### src/hw/ecs_pkg.sv
// package: register map, field positions and constants for the event counters
package ecs_pkg;
	localparam int          ECS_NUM_CNT     = 16;
	localparam int          ECS_CNT_W       = 32;
	localparam int          ECS_NUM_NET     = 10;
	localparam int          ECS_ADR_W       = 8;
	// register byte offsets; counters occupy 0x00..0x3C
	localparam logic [7:0]  ECS_OFF_CNT0    = 8'h00;
	localparam logic [7:0]  ECS_OFF_FILTER  = 8'h40;
	localparam logic [7:0]  ECS_OFF_SOURCE  = 8'h44;
	localparam logic [7:0]  ECS_OFF_NETCFG  = 8'h48;
	localparam logic [7:0]  ECS_OFF_TRIG    = 8'h4C;
	localparam logic [31:0] ECS_RST_FILTER  = 32'h0000_0000;
	localparam logic [31:0] ECS_RST_SOURCE  = 32'h0000_0000;
	localparam logic [31:0] ECS_RST_NETCFG  = 32'h0000_0000;
	localparam logic [31:0] ECS_RST_CNT     = 32'h0000_0000;
	localparam logic [31:0] ECS_RST_LFSR    = 32'h0000_0001;
	// event_filter_config fields
	localparam int          ECS_FLT_SINGLE  = 0;
	localparam int          ECS_FLT_PC_LO   = 1;
	localparam int          ECS_FLT_PC_HI   = 15;
	localparam int          ECS_FLT_EN_LO   = 16;
	// event_source_select bit positions
	localparam int          ECS_SEL_MISP6   = 2;
	localparam int          ECS_SEL_FUSTALL = 3;
	localparam int          ECS_SEL_GP      = 4;
	localparam int          ECS_SEL_MP      = 5;
	localparam int          ECS_SEL_NCSTALL = 6;
	localparam int          ECS_SEL_GW      = 7;
	localparam int          ECS_SEL_MW      = 8;
	localparam int          ECS_SEL_IMEMOP  = 9;
	localparam int          ECS_SEL_GS      = 10;
	localparam int          ECS_SEL_MS      = 11;
	localparam int          ECS_SEL_STOST   = 12;
	localparam int          ECS_SEL_GNOST   = 13;
	localparam int          ECS_SEL_MNOST   = 14;
	localparam int          ECS_SEL_GE      = 15;
	localparam int          ECS_SEL_ME      = 16;
	localparam int          ECS_SEL_STI1    = 17;
	localparam int          ECS_SEL_STI2    = 18;
	localparam int          ECS_SEL_GNIST   = 19;
	localparam int          ECS_SEL_MNIST   = 20;
	localparam int          ECS_SEL_GN      = 21;
	localparam int          ECS_SEL_MN      = 22;
	localparam int          ECS_SEL_ISSUE1  = 23;
	localparam int          ECS_SEL_ISSUE2  = 24;
	// network event index order within network_event_meaning_config
	localparam int          ECS_NET_GN      = 0;
	localparam int          ECS_NET_GE      = 1;
	localparam int          ECS_NET_GS      = 2;
	localparam int          ECS_NET_GW      = 3;
	localparam int          ECS_NET_GP      = 4;
	localparam int          ECS_NET_MN      = 5;
	localparam int          ECS_NET_ME      = 6;
	localparam int          ECS_NET_MS      = 7;
	localparam int          ECS_NET_MW      = 8;
	localparam int          ECS_NET_MP      = 9;
	localparam logic [2:0]  ECS_MEAN_BLOCK  = 3'h0;
	localparam logic [2:0]  ECS_MEAN_TO_P   = 3'h1;
	localparam logic [2:0]  ECS_MEAN_TO_N   = 3'h5;
	localparam logic [2:0]  ECS_MEAN_ANY    = 3'h6;
	localparam logic [2:0]  ECS_MEAN_HELD   = 3'h7;
	// trigger to interrupt latency in cycles
	localparam int          ECS_IRQ_DLY     = 2;
	typedef enum logic [1:0] {
		ECS_BUS_IDLE = 2'b01,
		ECS_BUS_ACK  = 2'b10
	} ecs_bus_t;
endpackage

### src/hw/ecs_event_counter_select.sv
// event selection, filtering and counter bank with a wishbone register port
`timescale 1ns/100ps
// Functional notes
// - counter 6 counts hint-bit mispredicts when source bit 2 set
// - counters 7-9 count switch events, capture switch pc, ignore filter
// - counter 10 is a 32-bit lfsr, taps 31,30,10,0 into bit 31
// - counter 11 sums selected stall, gp, mp and issue events
// - counter 12 sums non-cache stalls, gw, mw; imem stall pc from rf
// - counter 13 sums imem ops, gs, ms and issue events
// - counter 14 sums output-blocked stalls, ge and me events
// - counter 15 sums input-empty stalls, gn and mn events
// - single-instruction mode counts only events matching pc in bits 15:1
// - events without main pc ignore the single-instruction filter
// - per-counter enables gate counting but keep existing triggers
// - alternative events pick one; listed events add to the set
// - each network event has a 3-bit meaning field
// - meaning 0 counts cycles output port blocked by neighbour
// - meanings 1-5 count words to proc, west, south, east, north
// - meaning 6 counts words leaving input; 7 counts held cycles
// - counters decrement; 0 to -1 sets sticky trigger until written
// - sixteen 32-bit counters, readable and writable
// - event captures pc into bits 31:16; interrupt two cycles later
module ecs_event_counter_select (
	input  wire logic        clock_in,
	input  wire logic        rst_in,
	// wishbone classic slave
	input  wire logic        wb_cyc_in,
	input  wire logic        wb_stb_in,
	input  wire logic        wb_we_in,
	input  wire logic [7:0]  wb_adr_in,
	input  wire logic [3:0]  wb_sel_in,
	input  wire logic [31:0] wb_dat_in,
	output logic      [31:0] wb_dat_out,
	output logic             wb_ack_out,
	// raw events 0..6 from the pipeline for counters 0..6
	input  wire logic [6:0]  pipe_evt_in,
	input  wire logic        misp_hint_evt_in,
	input  wire logic [2:0]  switch_evt_in,
	input  wire logic        fu_stall_in,
	input  wire logic        noncache_stall_in,
	input  wire logic        imem_stall_in,
	input  wire logic        imem_op_in,
	input  wire logic        issue_in,
	input  wire logic [2:0]  out_block_in,
	input  wire logic [3:0]  in_empty_in,
	// program counters: execute, register fetch, switch (word units)
	input  wire logic [15:0] ex_pc_in,
	input  wire logic [15:0] rf_pc_in,
	input  wire logic [15:0] sw_pc_in,
	// per network event (gn..mp order), router status
	input  wire logic [9:0]  net_out_blocked_in,
	input  wire logic [9:0]  net_held_in,
	input  wire logic [9:0]  net_word_in,
	input  wire logic [29:0] net_word_dest_in,
	output logic      [15:0] trigger_out,
	output logic             event_irq_out
);
	import ecs_pkg::*;

	logic [31:0] cnt_r [ECS_NUM_CNT];
	logic [15:0] trig_r;
	logic [31:0] filter_r;
	logic [31:0] source_r;
	logic [31:0] netcfg_r;
	logic [1:0]  irq_pipe_r;
	ecs_bus_t    bus_r;
	logic [15:0] hit;
	logic [15:0] pc_sel [ECS_NUM_CNT];
	logic [9:0]  net_evt;
	logic        pc_match;
	logic        wr_stb;
	logic [31:0] wmask;
	logic [31:0] rd_nxt;

	always_comb begin
		for (int i = 0; i < ECS_NUM_NET; i++) begin
			logic [2:0] m;
			logic [2:0] d;
			m = netcfg_r[3*i +: 3];
			d = net_word_dest_in[3*i +: 3];
			case (m)
				ECS_MEAN_BLOCK: net_evt[i] = net_out_blocked_in[i];
				ECS_MEAN_ANY:   net_evt[i] = net_word_in[i];
				ECS_MEAN_HELD:  net_evt[i] = net_held_in[i];
				// destination code matches the meaning 1..5
				default:        net_evt[i] = net_word_in[i] && (d == m);
			endcase
		end
	end

	// pc in filter bits 15:1 against execute pc
	assign pc_match = !filter_r[ECS_FLT_SINGLE] ||
		(ex_pc_in[14:0] == filter_r[ECS_FLT_PC_HI:ECS_FLT_PC_LO]);

	// event selection per counter; '@' sources bypass pc_match
	always_comb begin
		logic [15:0] ok;
		ok = {16{pc_match}};
		for (int i = 0; i < ECS_NUM_CNT; i++) begin
			pc_sel[i] = ex_pc_in;
		end
		hit[5:0] = pipe_evt_in[5:0] & ok[5:0];
		hit[6] = ok[6] & (source_r[ECS_SEL_MISP6] ? misp_hint_evt_in
			: pipe_evt_in[6]);
		// switch events, switch pc, no filter
		hit[9:7] = switch_evt_in;
		pc_sel[7] = sw_pc_in;
		pc_sel[8] = sw_pc_in;
		pc_sel[9] = sw_pc_in;
		hit[10] = 1'b0;
		hit[11] = (source_r[ECS_SEL_FUSTALL] & fu_stall_in & ok[11])
			| (source_r[ECS_SEL_GP] & net_evt[ECS_NET_GP])
			| (source_r[ECS_SEL_MP] & net_evt[ECS_NET_MP])
			| (source_r[ECS_SEL_ISSUE1] & issue_in);
		hit[12] = (source_r[ECS_SEL_NCSTALL] & noncache_stall_in & ok[12])
			| (source_r[ECS_SEL_GW] & net_evt[ECS_NET_GW])
			| (source_r[ECS_SEL_MW] & net_evt[ECS_NET_MW]);
		if (imem_stall_in) begin
			pc_sel[12] = rf_pc_in;
		end
		hit[13] = (source_r[ECS_SEL_IMEMOP] & imem_op_in & ok[13])
			| (source_r[ECS_SEL_GS] & net_evt[ECS_NET_GS])
			| (source_r[ECS_SEL_MS] & net_evt[ECS_NET_MS])
			| (source_r[ECS_SEL_ISSUE2] & issue_in);
		hit[14] = (ok[14] & |(source_r[ECS_SEL_MNOST:ECS_SEL_STOST]
				& out_block_in))
			| (source_r[ECS_SEL_GE] & net_evt[ECS_NET_GE])
			| (source_r[ECS_SEL_ME] & net_evt[ECS_NET_ME]);
		hit[15] = (ok[15] & |(source_r[ECS_SEL_MNIST:ECS_SEL_STI1]
				& in_empty_in))
			| (source_r[ECS_SEL_GN] & net_evt[ECS_NET_GN])
			| (source_r[ECS_SEL_MN] & net_evt[ECS_NET_MN]);
		hit = hit & filter_r[31:ECS_FLT_EN_LO];
	end

	// bus decode
	assign wr_stb = wb_cyc_in && wb_stb_in && wb_we_in
		&& (bus_r == ECS_BUS_IDLE);
	assign wmask = {{8{wb_sel_in[3]}}, {8{wb_sel_in[2]}},
		{8{wb_sel_in[1]}}, {8{wb_sel_in[0]}}};

	// counter bank; written counter clears its trigger
	always_ff @(posedge clock_in or posedge rst_in) begin
		if (rst_in) begin
			for (int i = 0; i < ECS_NUM_CNT; i++) begin
				cnt_r[i] <= (i == 10) ? ECS_RST_LFSR : ECS_RST_CNT;
			end
			trig_r <= 16'h0000;
		end else begin
			for (int i = 0; i < ECS_NUM_CNT; i++) begin
				logic [31:0] dec;
				dec = cnt_r[i] - 32'h0000_0001;
				if (wr_stb && wb_adr_in[7:6] == 2'b00
					&& wb_adr_in[5:2] == 4'(i)) begin
					cnt_r[i] <= (cnt_r[i] & ~wmask) | (wb_dat_in & wmask);
					trig_r[i] <= 1'b0;
				end else if (i == 10) begin
					cnt_r[i] <= {cnt_r[i][31] ^ cnt_r[i][30] ^ cnt_r[i][10]
						^ cnt_r[i][0], cnt_r[i][31:1]};
				end else if (hit[i]) begin
					cnt_r[i] <= {pc_sel[i], dec[15:0]};
					if (cnt_r[i][15:0] == 16'h0000) begin
						trig_r[i] <= 1'b1;
					end
				end
			end
		end
	end

	// interrupt two cycles after a trigger
	always_ff @(posedge clock_in or posedge rst_in) begin
		if (rst_in) begin
			irq_pipe_r <= 2'b00;
		end else begin
			irq_pipe_r <= {irq_pipe_r[0], |trig_r};
		end
	end
	assign event_irq_out = irq_pipe_r[1];
	assign trigger_out = trig_r;

	// configuration registers
	always_ff @(posedge clock_in or posedge rst_in) begin
		if (rst_in) begin
			filter_r <= ECS_RST_FILTER;
			source_r <= ECS_RST_SOURCE;
			netcfg_r <= ECS_RST_NETCFG;
		end else if (wr_stb) begin
			case (wb_adr_in)
				ECS_OFF_FILTER: filter_r <= (filter_r & ~wmask)
					| (wb_dat_in & wmask);
				ECS_OFF_SOURCE: source_r <= (source_r & ~wmask)
					| (wb_dat_in & wmask);
				// only ten 3-bit fields exist
				ECS_OFF_NETCFG: netcfg_r <= ((netcfg_r & ~wmask)
					| (wb_dat_in & wmask)) & 32'h3FFF_FFFF;
				default: ;
			endcase
		end
	end

	// read mux; unmapped reads return zero and still ack
	always_comb begin
		rd_nxt = 32'h0000_0000;
		if (wb_adr_in[7:6] == 2'b00) begin
			rd_nxt = cnt_r[wb_adr_in[5:2]];
		end else begin
			case (wb_adr_in)
				ECS_OFF_FILTER: rd_nxt = filter_r;
				ECS_OFF_SOURCE: rd_nxt = source_r;
				ECS_OFF_NETCFG: rd_nxt = netcfg_r;
				ECS_OFF_TRIG:   rd_nxt = {16'h0000, trig_r};
				default:        rd_nxt = 32'h0000_0000;
			endcase
		end
	end

	// one-cycle ack, dropped the cycle after
	always_ff @(posedge clock_in or posedge rst_in) begin
		if (rst_in) begin
			bus_r      <= ECS_BUS_IDLE;
			wb_dat_out <= 32'h0000_0000;
		end else begin
			case (bus_r)
				ECS_BUS_IDLE: if (wb_cyc_in && wb_stb_in) begin
					bus_r      <= ECS_BUS_ACK;
					wb_dat_out <= rd_nxt;
				end
				ECS_BUS_ACK: bus_r <= ECS_BUS_IDLE;
				default: bus_r <= ECS_BUS_IDLE;
			endcase
		end
	end
	assign wb_ack_out = (bus_r == ECS_BUS_ACK);

	AST_IRQ_DELAY: assert property (@(posedge clock_in) disable iff (rst_in)
		$rose(|trig_r) |-> ##2 event_irq_out)
		else $error("irq not two cycles after trigger");
	AST_TRIG_STICKY: assert property (@(posedge clock_in) disable iff (rst_in)
		(trig_r[11] && !(wr_stb && wb_adr_in == 8'h2C)) |=> trig_r[11])
		else $error("trigger dropped without write");
	AST_LFSR_STEP: assert property (@(posedge clock_in) disable iff (rst_in)
		!(wr_stb && wb_adr_in == 8'h28) |=> cnt_r[10][30:0]
		== $past(cnt_r[10][31:1]))
		else $error("lfsr shift wrong");
	AST_DISABLED_HOLD: assert property (@(posedge clock_in) disable iff (rst_in)
		(!filter_r[27] && !(wr_stb && wb_adr_in == 8'h2C))
		|=> $stable(cnt_r[11]))
		else $error("disabled counter moved");
	AST_DEC_ON_EVENT: assert property (@(posedge clock_in) disable iff (rst_in)
		(hit[15] && !wr_stb) |=> cnt_r[15][15:0]
		== $past(cnt_r[15][15:0]) - 16'h0001)
		else $error("counter did not decrement");
	AST_SW_PC: assert property (@(posedge clock_in) disable iff (rst_in)
		(hit[8] && !wr_stb) |=> cnt_r[8][31:16] == $past(sw_pc_in))
		else $error("switch pc not captured");
	AST_FILTER: assert property (@(posedge clock_in) disable iff (rst_in)
		(filter_r[0] && !pc_match && !source_r[ECS_SEL_MISP6]) |-> !hit[6])
		else $error("filtered event counted");
	AST_HINT_SEL: assert property (@(posedge clock_in) disable iff (rst_in)
		(source_r[ECS_SEL_MISP6] && !misp_hint_evt_in) |-> !hit[6])
		else $error("counter 6 selection wrong");
	AST_NET_BLOCK: assert property (@(posedge clock_in) disable iff (rst_in)
		(netcfg_r[2:0] == 3'h0) |-> net_evt[0] == net_out_blocked_in[0])
		else $error("block meaning wrong");
	AST_ACK_PULSE: assert property (@(posedge clock_in) disable iff (rst_in)
		wb_ack_out |=> !wb_ack_out)
		else $error("ack longer than one cycle");
endmodule

### config.mk
export PLATFORM = sky130hd
export DESIGN_NAME = ecs_event_counter_select
export DESIGN_NICKNAME = d
export VERILOG_FILES = /design/src/hw/ecs_pkg.sv /design/src/hw/ecs_event_counter_select.sv
export SDC_FILE = /design/constraint.sdc
export NUM_CORES = 2
export LEC_CHECK = 0
export ABC_AREA = 1
export ABC_CLOCK_PERIOD_IN_PS = 40500
export CORE_ASPECT_RATIO = 2
export CORE_MARGIN = 1
export CORE_UTILIZATION = 60
export DETAILED_ROUTE_END_ITERATION = 7
export DONT_BUFFER_PORTS = 1
export GPL_TIMING_DRIVEN = 0
export PLACE_DENSITY = 0.78
export SYNTH_ARGS = -nofsm -noshare
export SYNTH_HDL_FRONTEND = slang
export SYNTH_SLANG_ARGS = --single-unit
export TNS_END_PERCENT = 5
### constraint.sdc
create_clock -name clock_in -period 40.5 [get_ports clock_in]
set_input_delay 4.05 -clock clock_in [delete_from_list [all_inputs] [get_ports clock_in]]
set_output_delay 4.05 -clock clock_in [all_outputs]
set_load 0.05 [all_outputs]
==> summary.txt, run 1 <==
Status
  – Status: stopped before the end
  – Stop stage: global routing
  – Error: [ERROR GRT-0116] Global routing finished with congestion. Check the congestion regions in the DRC Viewer.

Global route
  – First-pass GRT wire length: ~400 mm
  – Largest net degree at the start of global routing: around 130
  – Vias in the first global route: approximately 50,000
  – Total gr overflow: between 600 and 700
  – Total track usage: 78.0%

Logic synthesis
  – Number of synthesized flops with an enable pin: 0
  – Synth Instances: around 5,900
  – Post-synth top flop: dfrtp_1
  – Synth area leader: dfrtp_1
  – Commonest cells post-synth: nand2_1 (1,783), o21ai_0 (898), dfrtp_1 (655)
  – Top cell type's share of synthesized area: about two fifths
  – Mean Syn Cell Area: 6.85 µm²
  – Mapped Nets: around 6,100
  – Register area share after synthesis: between 40 and 50%
  – Synth warn: 0
  – Most common cell in the netlist: nand2_1
  – Asr flop ratio synth: 100%
  – Post-synthesis register bit count: 657
  – Top area cells in the synthesized netlist: dfrtp_1 (40%), nand2_1 (17%), o21ai_0 (11%), inv_1 (5.8%), nand3_1 (4.4%)
  – Post-synth cell types: 51
  – Mapped Area: ~41,000 µm²

Floorplan
  – Initial Util: between 60 and 70%
  – Row count: ~130
  – I/O pin cnt: 230
  – Die Y: 370 µm
  – Die width: around 190 µm

Clock tree
  – Root buf cell: clkbuf_16
  – Bufs on Longest Clock Path: 3
  – Hold buffers post-CTS: 0
  – Post-CTS sizing: 0
  – CTS buffer count: 61
  – Post-CTS Setup Repair Bufs: 0
  – # H-tree levels: 2
  – Clock sinks: 657

Placed design
  – Global placement routability congestion: ~1.2
  – Final HPWL DP: about 170 mm
  – Port bufs: 0
==> stage by stage <==
| step | util (%) | worst slack, ns | instances | cell area, µm² |
|---|---|---|---|---|
| after floorplan | - | 18.04 | 5918 | 40500 |
| after global placement | 62.4 | 10.27 | 6802 | 41600 |
| after detailed placement | 62.7 | 32.15 | 6808 | 41800 |
| after CTS | 65.8 | 32.84 | 6924 | 43900 |
==> per-layer routing <==
layer	track usage, %	overflow
met4	77.0	265
met2	94.5	409
met3	61.9	15
met5	25.2	1
met1	78.8	9
==> kinds of logic after synthesis <==
kind of cell             count (synthesis)  share of synthesized area (%)
AND/OR/NAND/NOR                       2703                           27.2
multiplexers                            24                          0.664
AO/OA/AOI/OAI                         1473                           20.2
buffers and inverters                  960                           9.09
adder cells (fa/ha/maj)                 15                          0.463
other                                    1                        0.00925
flip-flops                             657                           40.6
XOR/XNOR                                85                           1.84
==> inputs of run 2 (changes only) <==
CORE_ASPECT_RATIO = default   (was 2)
CORE_UTILIZATION = 40   (was 60)
PLACE_DENSITY = default   (was 0.78)
PLACE_DENSITY_LB_ADDON = 0.15   (was default)
==> summary.txt, run 2 <==
Detailed routing
  – WL met1: between 80 and 90 mm
  – Top Metal Used: met5
  – Met3 Routed Length: between 20 and 25 mm
  – DRT Pass-1 Iters: 7
  – DRC viols: 0
  – Initial DRC Count: around 6,900
  – Final antenna-violating net count: 0
  – WL met2: ~86 mm
  – DR WL/cell: roughly 28 µm
  – Vias per inst: about 6
  – Via count: 44,600
  – Total Wirelength: around 210 mm

Placed design
  – Final HPWL DP: 160 mm (was 167 mm)
  – Global placement routability congestion: 1.07 (was 1.21)
  – Port bufs: 0 (unchanged)

STA
  – Setup tns final: 0 ns
  – RSZ-0062 raised after global routing: false
  – Worst hold slack: 0.422 ns
  – Setup Viol. Count Final: 0
  – Count of final hold-check violations: 0
  – Slew Limit Headroom: -7.94%
  – Tmin final: 7.38 ns
  – FMAX: about 0.14 GHz
  – Worst slew pin tran: ~1.6 ns
  – Clock skew: roughly 0.038 ns
  – Fin crit share: a little under a fifth
  – Final Max Slew Viols: 55

Floorplan
  – Die outline area: a little over 100,000 µm²
  – I/O pin cnt: 230 (unchanged)
  – Die width: 320 µm (was 186 µm)
  – Initial Util: 40.4% (was 60.7%)
  – Placeable Area: 100,000 µm²
  – Row count: 116 (was 134)
  – Die Y: 320 µm (was 370 µm)

Power
  – Pwr/cell area: approximately 43 nW/µm²
  – Final Power: around 2 mW
  – Peak VDD IR: just under 0.03 mV
  – Leakage dissipation: roughly 22 nW

Logic synthesis
  – Synth area leader: dfrtp_1 (unchanged)
  – Commonest cells post-synth: nand2_1 (1,783), o21ai_0 (898), dfrtp_1 (655) (unchanged)
  – Synth Instances: 5,918 (unchanged)
  – Post-synth top flop: dfrtp_1 (unchanged)
  – Synth warn: 0 (unchanged)
  – Top cell type's share of synthesized area: 40.4% (unchanged)
  – Asr flop ratio synth: 100% (unchanged)
  – Mapped Area: 40,500 µm² (unchanged)
  – Mean Syn Cell Area: 6.85 µm² (unchanged)
  – Mapped Nets: 6,113 (unchanged)
  – Post-synth cell types: 51 (unchanged)
  – Number of synthesized flops with an enable pin: 0 (unchanged)
  – Post-synthesis register bit count: 657 (unchanged)
  – Most common cell in the netlist: nand2_1 (unchanged)
  – Register area share after synthesis: 40.6% (unchanged)
  – Top area cells in the synthesized netlist: dfrtp_1 (40%), nand2_1 (17%), o21ai_0 (11%), inv_1 (5.8%), nand3_1 (4.4%) (unchanged)

Global route
  – Largest net degree at the start of global routing: 120
  – Vias in the first global route: roughly 40,000
  – Total gr overflow: 0
  – Total track usage: approximately 40%
  – First-pass GRT wire length: between 200 and 300 mm
  – Initial antenna violation count: 15

Clock tree
  – Clk_lat worst skew: ~0.69 ns
  – Post-CTS Setup Repair Bufs: 0 (unchanged)
  – CTS tree: done
  – # H-tree levels: 3 (was 2)
  – Bufs on Longest Clock Path: 3 (unchanged)
  – Clock transition at path regs: ~0.06 ns
  – Post-CTS sizing: 0 (unchanged)
  – Root buf cell: clkbuf_16 (unchanged)
  – Hold buffers post-CTS: 0 (unchanged)
  – Clock sinks: 657 (unchanged)
  – CTS buffer count: 81 (was 61)

Setup path
  – Worst path required time: between 40 and 50 ns
  – Crit Path Class: input port to flop
  – WP data arrival: 7.97 ns
  – Worst setup EP type: flop
  – Worst-path maximum fanout: 10
  – CP Launch Type: input port

Run
  – # Max-Cap Violations: 6

Cells and area
  – Number of fill cells in the layout: around 11,000
  – Most common cell after layout, fill and taps aside: nand2_1
  – Layout area overhead: 11.5%
  – Highest-count cells in the layout ignoring fill and taps: nand2_1 (1,783), o21ai_0 (898), dfrtp_1 (655), inv_1 (630), nor2_1 (392)
  – Share of layout cells above drive strength 1: under 10%
  – Final #Nets: between 6,000 and 7,000

Status
  – Status: finished, violations left (was stopped before the end)
  – Failing checks: capacitance limit, slew limit

Hold path
  – Worst min path class: flop to flop
## run 2: layout make-up
type | count | area [µm²] | area share (%)
tap | 1357 | 1700 | 3.76
buffer | 305 | 1220 | 2.71
clock inverter | 29 | 385 | 0.853
clock buffer | 117 | 2350 | 5.21
multi-input combinational | 4301 | 20400 | 45.2
antenna | 10 | 25.0 | 0.0554
timing repair buffer | 7 | 180 | 0.399
inverter | 655 | 2470 | 5.46
sequential | 657 | 16400 | 36.4
## run 2: path summary, 6_finish.rpt
kind / slack (ns) / cells past startpoint / startpoint / end
hold reg to reg: 0.42 / 0 / irq_pipe_r[0]$_DFF_PP0_ / irq_pipe_r[1]$_DFF_PP0_
max in group asynchronous: 35.39 / 4 / rst_in / bus_r[0]$_DFFE_PP1P_
hold / removal: 0.42 / 0 / irq_pipe_r[0]$_DFF_PP0_ / irq_pipe_r[1]$_DFF_PP0_
min in group asynchronous: 3.26 / 1 / rst_in / async pin
setup reg to reg: 36.29 / 14 / flop / flop
setup / recovery: 33.12 / 7 / wb_adr_in[3] / flop
## run 2: cells by family (layout without fill, tap and decap cells)
logic type	Yosys count	after routing	synth area share, %
XOR/XNOR	85	85	1.84
flip-flops	657	657	40.6
AO/OA/AOI/OAI	1473	1473	20.2
other	1	11	0.00925
buffers and inverters	960	1113	9.09
multiplexers	24	24	0.664
adder cells (fa/ha/maj)	15	15	0.463
AND/OR/NAND/NOR	2703	2703	27.2
## run 2: metal layers
layer,up-vias,track usage [%]
met4,2,24.3
met2,2845,56.9
met1,21500,53.2
li1,19700,-
met5,-,0
met3,570,10.4
## run 2: through the flow
step	instances	worst slack (ns)	cell area, µm²	util, %
4_1_cts	7428	33.54	45200	45.0
3_5_place_dp	7282	32.81	42400	42.3
5_1_grt	7429	33.30	45200	45.0
3_3_place_gp	7275	8.95	42200	42.1
2_1_floorplan	5918	18.04	40500	-
6_report	7438	33.12	45200	45.1
## run 2: critical path, cell delays in order
cell	delay [ns]
nor2_1	0.90
clkbuf_1	0.93
nand3_1	0.90
clkbuf_1	0.63
o21ai_0	0.31
inv_1	0.06
o21ai_0	0.17
## run 2: power breakdown
part / switching [mW] / leakage (nW) / internal [mW]
logic: 0.262 / 12.1 / 0.124
registers: 0.0707 / 8.64 / 0.714
clock network: 0.327 / 1.35 / 0.445
total: 0.660 / 22.0 / 1.28
(Power assumes the default switching activity.)
